**src/dual_comparator_control_cfg.svh**
```systemverilog
// offsets, field positions, reset values and timing counts of the comparator control block
`ifndef DUAL_COMPARATOR_CONTROL_CFG_SVH
`define DUAL_COMPARATOR_CONTROL_CFG_SVH

// register indices, byte address is four times the index
`define IDX_PORT_A_DATA 8'h05
`define IDX_INTERRUPT_CONTROL 8'h0b
`define IDX_PERIPHERAL_FLAGS 8'h0c
`define IDX_COMPARATOR_CONTROL 8'h1f
`define IDX_PORT_A_DIRECTION 8'h85
`define IDX_PERIPHERAL_ENABLES 8'h8c

// field positions
`define BIT_GLOBAL_IRQ_ENABLE 7
`define BIT_PERIPHERAL_IRQ_ENABLE 6
`define BIT_COMPARATOR_CHANGE_FLAG 6
`define BIT_COMPARATOR_CHANGE_ENABLE 6
`define BIT_SECOND_RESULT 7
`define BIT_FIRST_RESULT 6
`define BIT_INPUT_SWITCH 3
`define POS_MODE_LSB 0
`define PORT_A_WIDTH 5

// reset values
`define RST_COMPARATOR_MODE 3'h0
`define RST_PORT_A_DIRECTION 5'h1f
`define RST_PORT_A_DATA 5'h00

// mode codes
`define MODE_RESET 3'h0
`define MODE_SWITCHED_NEG 3'h1
`define MODE_INTERNAL_REF 3'h2
`define MODE_PIN_OUTPUTS 3'h6
`define MODE_OFF 3'h7

// time for mode change to settle before software reads, for reference
`define MODE_SETTLE_NS 10000
`define MODE_SETTLE_CYCLES ((`MODE_SETTLE_NS + 24) / 25)

`endif

```
**src/dual_comparator_control_pkg.sv**
```systemverilog
// types of the comparator control block
package dual_comparator_control_pkg;

   typedef logic [2:0] mode_t;

   typedef enum logic [1:0] {
      bus_idle = 2'b01,
      bus_write = 2'b10
   } bus_phase_e;

   typedef struct packed {
      bus_phase_e phase;
      logic [7:0] wr_index;
      mode_t mode;
      logic input_switch;
      logic change_flag;
      logic change_enable;
      logic global_enable;
      logic periph_enable;
      logic [4:0] direction;
      logic [4:0] port_data;
      logic [1:0] latched;
      logic [1:0] sync_first;
      logic [1:0] sync_second;
      logic [31:0] rdata;
      logic powered;
   } state_s;

endpackage
```
**src/dual_comparator_control.sv**
```systemverilog
// comparator control, status, pin routing and change-detect flag behind an ahb-lite slave
//
// Local design decision: register access over AHB-Lite.
`timescale 1ns/1ps
`include "dual_comparator_control_cfg.svh"
// Operation
// - result bit low when positive input below negative, high when above
// - mode 010 puts internal reference on both positive inputs
// - both result bits readable in control register, writes to them ignored
// - mode 110 drives port pins three and four with raw results
// - direction bits still gate driving of those two pins
// - port data read gives zero on pins set as analog inputs
// - change flag sets when any result differs from latched value
// - flag cleared only by writing zero, writing one sets it
// - irq needs change, peripheral and global enables; flag sets regardless
// - any control register access relatches results; mismatch keeps setting flag
// - change coinciding with a control read still sets flag
// - comparators keep running in sleep, enabled change flag wakes core
// - mode 111 powers both comparators off
// - sleep and wake leave control register unchanged
// - reset returns control register to zero, mode 000 pins zero to three analog
// - comparators held powered down while reset asserted
// - control bit 3 selects alternative negative input pins in modes 001, 010
module dual_comparator_control (
   input wire logic clk_i,
   input wire logic rst_b_i,
   input wire logic hsel_i,
   input wire logic [31:0] haddr_i,
   input wire logic [1:0] htrans_i,
   input wire logic hwrite_i,
   input wire logic [2:0] hsize_i,
   input wire logic [31:0] hwdata_i,
   input wire logic hready_i,
   output logic [31:0] hrdata_o,
   output logic hreadyout_o,
   output logic hresp_o,
   input wire logic first_raw_i,
   input wire logic second_raw_i,
   input wire logic sleep_i,
   input wire logic [4:0] port_a_pin_i,
   output logic [4:0] port_a_pin_o,
   output logic [4:0] port_a_pin_oe_o,
   output logic [2:0] comparator_mode_select_o,
   output logic input_switch_select_o,
   output logic internal_ref_to_positive_o,
   output logic comparators_powered_o,
   output logic irq_o,
   output logic wake_o
);

   dual_comparator_control_pkg::state_s state_reg;
   dual_comparator_control_pkg::state_s state_next;
   logic addr_take;
   logic [7:0] addr_index;
   logic [1:0] results;
   logic mismatch;
   logic [3:0] analog_now;
   logic [4:0] port_read;
   logic [7:0] read_value;

   // analog pin mask per mode, pins zero to three
   function automatic logic [3:0] analog_mask(input logic [2:0] mode);
      logic [3:0] m;
      m = 4'h0;
      case (mode)
         3'h0: m = 4'hf;
         3'h1: m = 4'hf;
         3'h2: m = 4'hf;
         3'h3: m = 4'h7;
         3'h4: m = 4'hf;
         3'h5: m = 4'h6;
         3'h6: m = 4'h7;
         default: m = 4'h0;
      endcase
      return m;
   endfunction

   function automatic logic [7:0] word_index(input logic [31:0] addr);
      return addr[9:2];
   endfunction

   assign addr_take = hsel_i & htrans_i[1] & hready_i;
   assign addr_index = word_index(haddr_i);
   assign results = state_reg.sync_second;
   assign mismatch = results != state_reg.latched;
   assign analog_now = analog_mask(state_reg.mode);

   assign port_read = port_a_pin_i & ~{1'b0, analog_now};

   always_comb begin
      read_value = 8'h00;
      if (addr_index == `IDX_COMPARATOR_CONTROL) begin
         read_value[`BIT_SECOND_RESULT] = results[1];
         read_value[`BIT_FIRST_RESULT] = results[0];
         read_value[`BIT_INPUT_SWITCH] = state_reg.input_switch;
         read_value[2:0] = state_reg.mode;
      end else if (addr_index == `IDX_PERIPHERAL_FLAGS) begin
         read_value[`BIT_COMPARATOR_CHANGE_FLAG] = state_reg.change_flag;
      end else if (addr_index == `IDX_PERIPHERAL_ENABLES) begin
         read_value[`BIT_COMPARATOR_CHANGE_ENABLE] = state_reg.change_enable;
      end else if (addr_index == `IDX_INTERRUPT_CONTROL) begin
         read_value[`BIT_GLOBAL_IRQ_ENABLE] = state_reg.global_enable;
         read_value[`BIT_PERIPHERAL_IRQ_ENABLE] = state_reg.periph_enable;
      end else if (addr_index == `IDX_PORT_A_DIRECTION) begin
         read_value[4:0] = state_reg.direction;
      end else if (addr_index == `IDX_PORT_A_DATA) begin
         read_value[4:0] = port_read;
      end else begin
         read_value = 8'h00;
      end
   end

   always_comb begin
      state_next = state_reg;
      state_next.sync_first = {second_raw_i, first_raw_i};
      state_next.sync_second = state_reg.sync_first;
      // powered only once out of reset
      state_next.powered = state_reg.mode != `MODE_OFF;
      if (mismatch) begin
         state_next.change_flag = 1'b1;
      end
      // data phase of a write
      state_next.phase = dual_comparator_control_pkg::bus_idle;
      if (state_reg.phase == dual_comparator_control_pkg::bus_write) begin
         if (state_reg.wr_index == `IDX_COMPARATOR_CONTROL) begin
            state_next.mode = hwdata_i[2:0];
            state_next.input_switch = hwdata_i[`BIT_INPUT_SWITCH];
            state_next.latched = results;
         end else if (state_reg.wr_index == `IDX_PERIPHERAL_FLAGS) begin
            state_next.change_flag = hwdata_i[`BIT_COMPARATOR_CHANGE_FLAG] | mismatch;
         end else if (state_reg.wr_index == `IDX_PERIPHERAL_ENABLES) begin
            state_next.change_enable = hwdata_i[`BIT_COMPARATOR_CHANGE_ENABLE];
         end else if (state_reg.wr_index == `IDX_INTERRUPT_CONTROL) begin
            state_next.global_enable = hwdata_i[`BIT_GLOBAL_IRQ_ENABLE];
            state_next.periph_enable = hwdata_i[`BIT_PERIPHERAL_IRQ_ENABLE];
         end else if (state_reg.wr_index == `IDX_PORT_A_DIRECTION) begin
            state_next.direction = hwdata_i[4:0];
         end else if (state_reg.wr_index == `IDX_PORT_A_DATA) begin
            state_next.port_data = hwdata_i[4:0];
         end
      end
      // address phase
      if (addr_take) begin
         state_next.rdata = 32'h0000_0000;
         if (hwrite_i) begin
            state_next.phase = dual_comparator_control_pkg::bus_write;
            state_next.wr_index = addr_index;
         end else begin
            state_next.rdata = {24'h00_0000, read_value};
            if (addr_index == `IDX_COMPARATOR_CONTROL) begin
               // change in this cycle still sets the flag, then is latched
               state_next.latched = results;
            end
         end
      end
      // sleep has no effect on stored settings
   end

   always_ff @(posedge clk_i or negedge rst_b_i) begin
      if (!rst_b_i) begin
         state_reg.phase <= dual_comparator_control_pkg::bus_idle;
         state_reg.wr_index <= 8'h00;
         state_reg.mode <= `RST_COMPARATOR_MODE;
         state_reg.input_switch <= 1'b0;
         state_reg.change_flag <= 1'b0;
         state_reg.change_enable <= 1'b0;
         state_reg.global_enable <= 1'b0;
         state_reg.periph_enable <= 1'b0;
         state_reg.direction <= `RST_PORT_A_DIRECTION;
         state_reg.port_data <= `RST_PORT_A_DATA;
         state_reg.latched <= 2'h0;
         state_reg.sync_first <= 2'h0;
         state_reg.sync_second <= 2'h0;
         state_reg.rdata <= 32'h0000_0000;
         state_reg.powered <= 1'b0;
      end else begin
         state_reg <= state_next;
      end
   end

   assign hrdata_o = state_reg.rdata;
   assign hreadyout_o = 1'b1;
   assign hresp_o = 1'b0;

   always_comb begin
      port_a_pin_o = state_reg.port_data;
      if (state_reg.mode == `MODE_PIN_OUTPUTS) begin
         port_a_pin_o[3] = first_raw_i;
         port_a_pin_o[4] = second_raw_i;
      end
   end

   assign port_a_pin_oe_o = ~state_reg.direction;

   assign comparator_mode_select_o = state_reg.mode;
   assign input_switch_select_o = state_reg.input_switch &
      ((state_reg.mode == `MODE_SWITCHED_NEG) | (state_reg.mode == `MODE_INTERNAL_REF));
   assign internal_ref_to_positive_o = state_reg.mode == `MODE_INTERNAL_REF;
   assign comparators_powered_o = state_reg.powered;

   assign irq_o = state_reg.change_flag & state_reg.change_enable &
      state_reg.periph_enable & state_reg.global_enable;
   assign wake_o = sleep_i & state_reg.change_flag & state_reg.change_enable;

endmodule // dual_comparator_control

```
**config.mk**
```make
export PLATFORM = sky130hd
export DESIGN_NAME = dual_comparator_control
export DESIGN_NICKNAME = d
export VERILOG_FILES = /design/src/dual_comparator_control_pkg.sv /design/src/dual_comparator_control.sv
export VERILOG_INCLUDE_DIRS = /design/src /design/src/src
export SDC_FILE = /design/constraint.sdc
export NUM_CORES = 1
export LEC_CHECK = 0
export BUFFER_PORTS_ARGS = -buffer_cell sky130_fd_sc_hd__buf_2
export CORE_UTILIZATION = 47
export CTS_CLUSTER_SIZE = 16
export DETAILED_ROUTE_END_ITERATION = 8
export GPL_TIMING_DRIVEN = 0
export PLACE_DENSITY = 0.88
export SLEW_MARGIN = 25
export SYNTH_ARGS = -nofsm -noshare
export SYNTH_HDL_FRONTEND = slang
export SYNTH_SLANG_ARGS = --single-unit
```
**constraint.sdc**
```tcl
create_clock -name clk_i -period 4.34 [get_ports clk_i]
set_input_delay 1.085 -clock clk_i [delete_from_list [all_inputs] [get_ports clk_i]]
set_output_delay 1.085 -clock clk_i [all_outputs]
set_load 0.02 [all_outputs]
```
; Yosys cells after proc, flatten, opt, wreduce, memory -nomap -nowiden
; Index checks and enable logic that the tools add are counted.
[op_classes]
n_eq_ne = 21
mux = 34
n_bitwise = 18
n_reduce_logical = 9
[op_table]
columns = operator, n
row1 = "8-bit by 4-bit == test with 1-bit output, second input constant", 4
row2 = "8-bit == test, second input constant", 4
row3 = 10-bit two-way mux, 3
row4 = 5-bit two-way mux, 6
row5 = 2-bit two-way mux, 9
row6 = "8-bit by 3-bit == test with 1-bit output, second input constant", 2
row7 = "8-bit by 5-bit == test with 1-bit output, second input constant", 2
row8 = 16-bit two-way mux, 1
row9 = 14-bit two-way mux, 1
row10 = 13-bit two-way mux, 1
row11 = 12-bit two-way mux, 1
row12 = 6-bit two-way mux, 2
row13 = 4-bit case mux with 3 select lines, 1
row14 = "3-bit == test, second input constant", 3
row15 = 1-bit AND, 8
row16 = 8-bit two-way mux, 1
row17 = 1-bit two-way mux, 7
row18 = 7-bit AND reduction, 1
row19 = "3-bit by 2-bit == test with 1-bit output, second input constant", 2
row20 = 6-bit AND reduction, 1
row21 = 5-bit AND, 1
row22 = 1-bit NOT, 5
row23 = 4-bit NOT with 5-bit output, 1
row24 = 5-bit NOT, 1
row25 = 12 further kinds, 14
[word_totals]
ff_bits = 67
out_inout_bits = 52
wordCells = 97

; Logic depth before layout (Yosys ltp)
[depth]
depth_word = 12
depth_mapped = 5
depth_no_buf = 4

; Least setup slack after synthesis
; No wires, ideal clock.
[synth_timing]
path_kind = input -> output
startpoint = in first_raw_i
endpoint = out port_a_pin_o[3]
arrival_time_ps = 1390
slack_ps = 1865
path_stages = 1
n_path_buf = 0
path_cell_list = mux2_2
[synth_via]
elab_chain_len = 1
[synth_lines]
columns = item, line
row1 = start: declaration, dual_comparator_control.sv:37  ; input wire logic first_raw_i,
row2 = 2-bit two-way mux, dual_comparator_control.sv:187  ; if (state_reg.mode == `MODE_PIN_OUTPUTS) begin
row3 = end: declaration, dual_comparator_control.sv:41  ; output logic [4:0] port_a_pin_o,
; Every way passes these cells.

; Worst setup path after layout
[layout_timing]
startpoint = reg state_reg, in the netlist comparator_mode_select_o[2]
endpoint = out port_a_pin_o[4]
[layout_via]
elab_chain_len = 2
[layout_lines]
columns = item, line
row1 = start: declaration, dual_comparator_control.sv:51  ; dual_comparator_control_pkg::state_s state_reg;
row2 = start signal: assignment, dual_comparator_control.sv:177  ; state_reg <= state_next;
row3 = 3-bit == test, --
row4 = 2-bit two-way mux, dual_comparator_control.sv:187
; Every way passes these cells.

==> qor.csv <==
metric,value,unit
synth_edf_count,0,
dieArea,5040,um2
finClkSkew,0.00509,ns
worstSkewPairLatency,0.29,ns
violations,design-rule violations,
synthDistinctLibCells,43,
synth_seq_area_share,47.3,%
dpl_cell_area,2660,um2
numCtsBuffers,5,
fmax,0.342,GHz
dpl.cell_count,342,
p_total,0.841,mW
synth_flop_cell,dfrtp_1,
die_h,71.0,um
via_per_inst,4.82,
crit_family,buffers and inverters,
ant_nets,0,
design_area,2780,um2
cts_tree,yes,
grt-ovfl-total,0,
io_buffers,53,
syn_area,2240,um2
row_count,24,
gp_congestion,0.813,
crit_arrival,1.84,ns
cp-start-kind,flop,
rsz0062_at_grt,false,
cellPowerDensity,303,nW/um2
maxCapViolations,0,
hold_slack,0.363,ns
drive_gt1_share,45.3,%
hold_buffers,0,
grt_max_degree,43,
setup_ws,1.42,ns
grt_usage,18.6,%
die_w,71.0,um
synthCells,212,
initialDrtViolationCount,95,
synth_area_leaders,"dfrtp_1 40%, buf_4 13%, mux2_2 11%",
grt_pass1_vias,1603,
switching_power,0.214,mW
wl_per_cell,12.7,um
crit_chain,"clkbuf_1, nand2_1, nor2_1, mux2_2, buf_2",
start_util,50.0,%
yosys.area.top_type,dfrtp_1,
synth_most_common_cell,buf_4,
seqPwrFrac,51.1,%
cts_resized,0,
fin_nets,379,
maxSlewViolCount,0,
path_buf_inv,2,
clock-root-buffer,clkbuf_8,
ys_ff_latch,42,
htree_levels,2,
antennaDiodeCount,0,
largest_reg_flops,24,
syn2layout_area_growth,24.0,%
yosysTopAreaCellShare,40.2,%
yosysWarnings,0,
core_region_area,4470,um2
post-dp-hpwl,3450,um
ios,134,
end_kind,output pin,
crit_type,reg2out,
ir_drop,0.000212,V
cp_slowest_stage_delay,0.36,ns
vias,1687,
slew-limit-headroom,41.6,%
p_leak,1.51,nW
finalSetupViolCount,0,
combPwrFrac,12.9,%
clkPwrFrac,36.0,%
fin_setup_tns,0,ns
fin_crit_sh,67.3,%
antenna_found_initial,0,
postLayoutCoreUtil,62.1,%
grt_pass1_wl,7270,um
drt-total-wl,4450,um
status,"complete, but fails checks",
clockBufferDepth,2,
clkSinkCount,42,
min_path_type,reg2reg,
syn_avg_cell_area,10.6,um2
synth_common_cells,"40 x buf_4, 36 x dfrtp_1, 30 x nand2_1",
ys_async_sr_fraction,100,%
final_cells,350,
dp_slack,1.66,ns
clk_pin_slew,0.08,ns
cp_max_fo,10,
crit_slowest_cell,mux2_2,
drc,9,
p_int,0.627,mW
worst_slew_pin_slew,0.875,ns
period_needed,2.92,ns
switching_share,25.5,%
post-cts-setup-buffers,0,
hold_violations,0,
dr.pass1.iters,6,
critPathRequiredTime,3.25,ns
[layer usage]
layer	GRT usage, %	share of wire, %
met5	0	0
met4	9.56	2.6
met2	32.2	50
met1	22.2	41
met3	3.70	6.0
[cell usage in the layout, fill, tap and decap left out, types with 2 or more instances in the layout]
cell type,synthesis,routed
buf_2,1,54
buf_4,40,40
dfrtp_1,36,36
nand2_1,30,30
conb_1,2,27
mux2_2,22,22
inv_1,10,10
nand3_1,7,7
dfstp_2,6,6
o21ai_0,5,5
clkbuf_8,0,5
nand4_1,4,4
clkbuf_1,4,4
nor4_1,4,4
nor2_1,3,3
xnor2_1,3,3
and3_1,3,3
a222oi_1,3,3
nand4b_1,2,2
nor3b_1,2,2
nor3_1,2,2
clkinvlp_4,0,2
[power groups by stage]
stage,sequential [mW],clock [mW],combinational (mW)
floorplan,0.433,0,0.0728
global placement,0.436,0,0.105
detailed placement,0.437,0,0.107
CTS,0.430,0.307,0.108
global route,0.433,0.322,0.120
finish,0.430,0.303,0.108
[layout make-up]
cell class	count	area, um2
flip-flops and latches	42	1060
fillers	383	1700
repair buffers	53	265
clock inverters	3	45.0
well taps	52	65.1
inverters	11	41.3
multi-input cells	138	908
plain buffers	46	324
clock buffers	5	68.8
[worst paths after layout]
path	endpoint	cells past startpoint	slack (ns)	start
max	port_a_pin_o[4]	5	1.42	comparator_mode_select_o[2]$_DFFE_PN0P_
min	results[0]$_DFF_PN0_	0	0.36	state_next[33]$_DFF_PN0_
max reg2reg	state_reg[50]$_DFFE_PN0P_	3	2.28	state_reg[62]$_DFFE_PN0P_
min reg2reg	results[0]$_DFF_PN0_	0	0.36	state_next[33]$_DFF_PN0_
max in group asynchronous	hrdata_o[6]$_DFFE_PN0P_	1	2.88	rst_b_i
min in group asynchronous	state_reg[62]$_DFFE_PN0P_	1	0.91	rst_b_i
[worst reg2reg max path: stages, from the launching register on]
cell     delay, ns
dfrtp_1       0.38
or4b_4        0.59
nor4_1        0.58
mux2_2        0.40
[cells by family (layout without fill, tap and decap cells)]
group                     after synthesis  after routing  share of synthesized area [%]
xor gates and xnor gates                3              3                           1.17
DFF                                    42             42                           47.3
buffers and inverters                  57            118                           16.3
and+or+nand+nor                        69             69                           18.1
other                                   2             27                          0.336
muxes                                  23             23                           11.5
AOI/OAI and AO/OA                      16             16                           5.31
No activity file was read; power rests on OpenSTA's default activity.
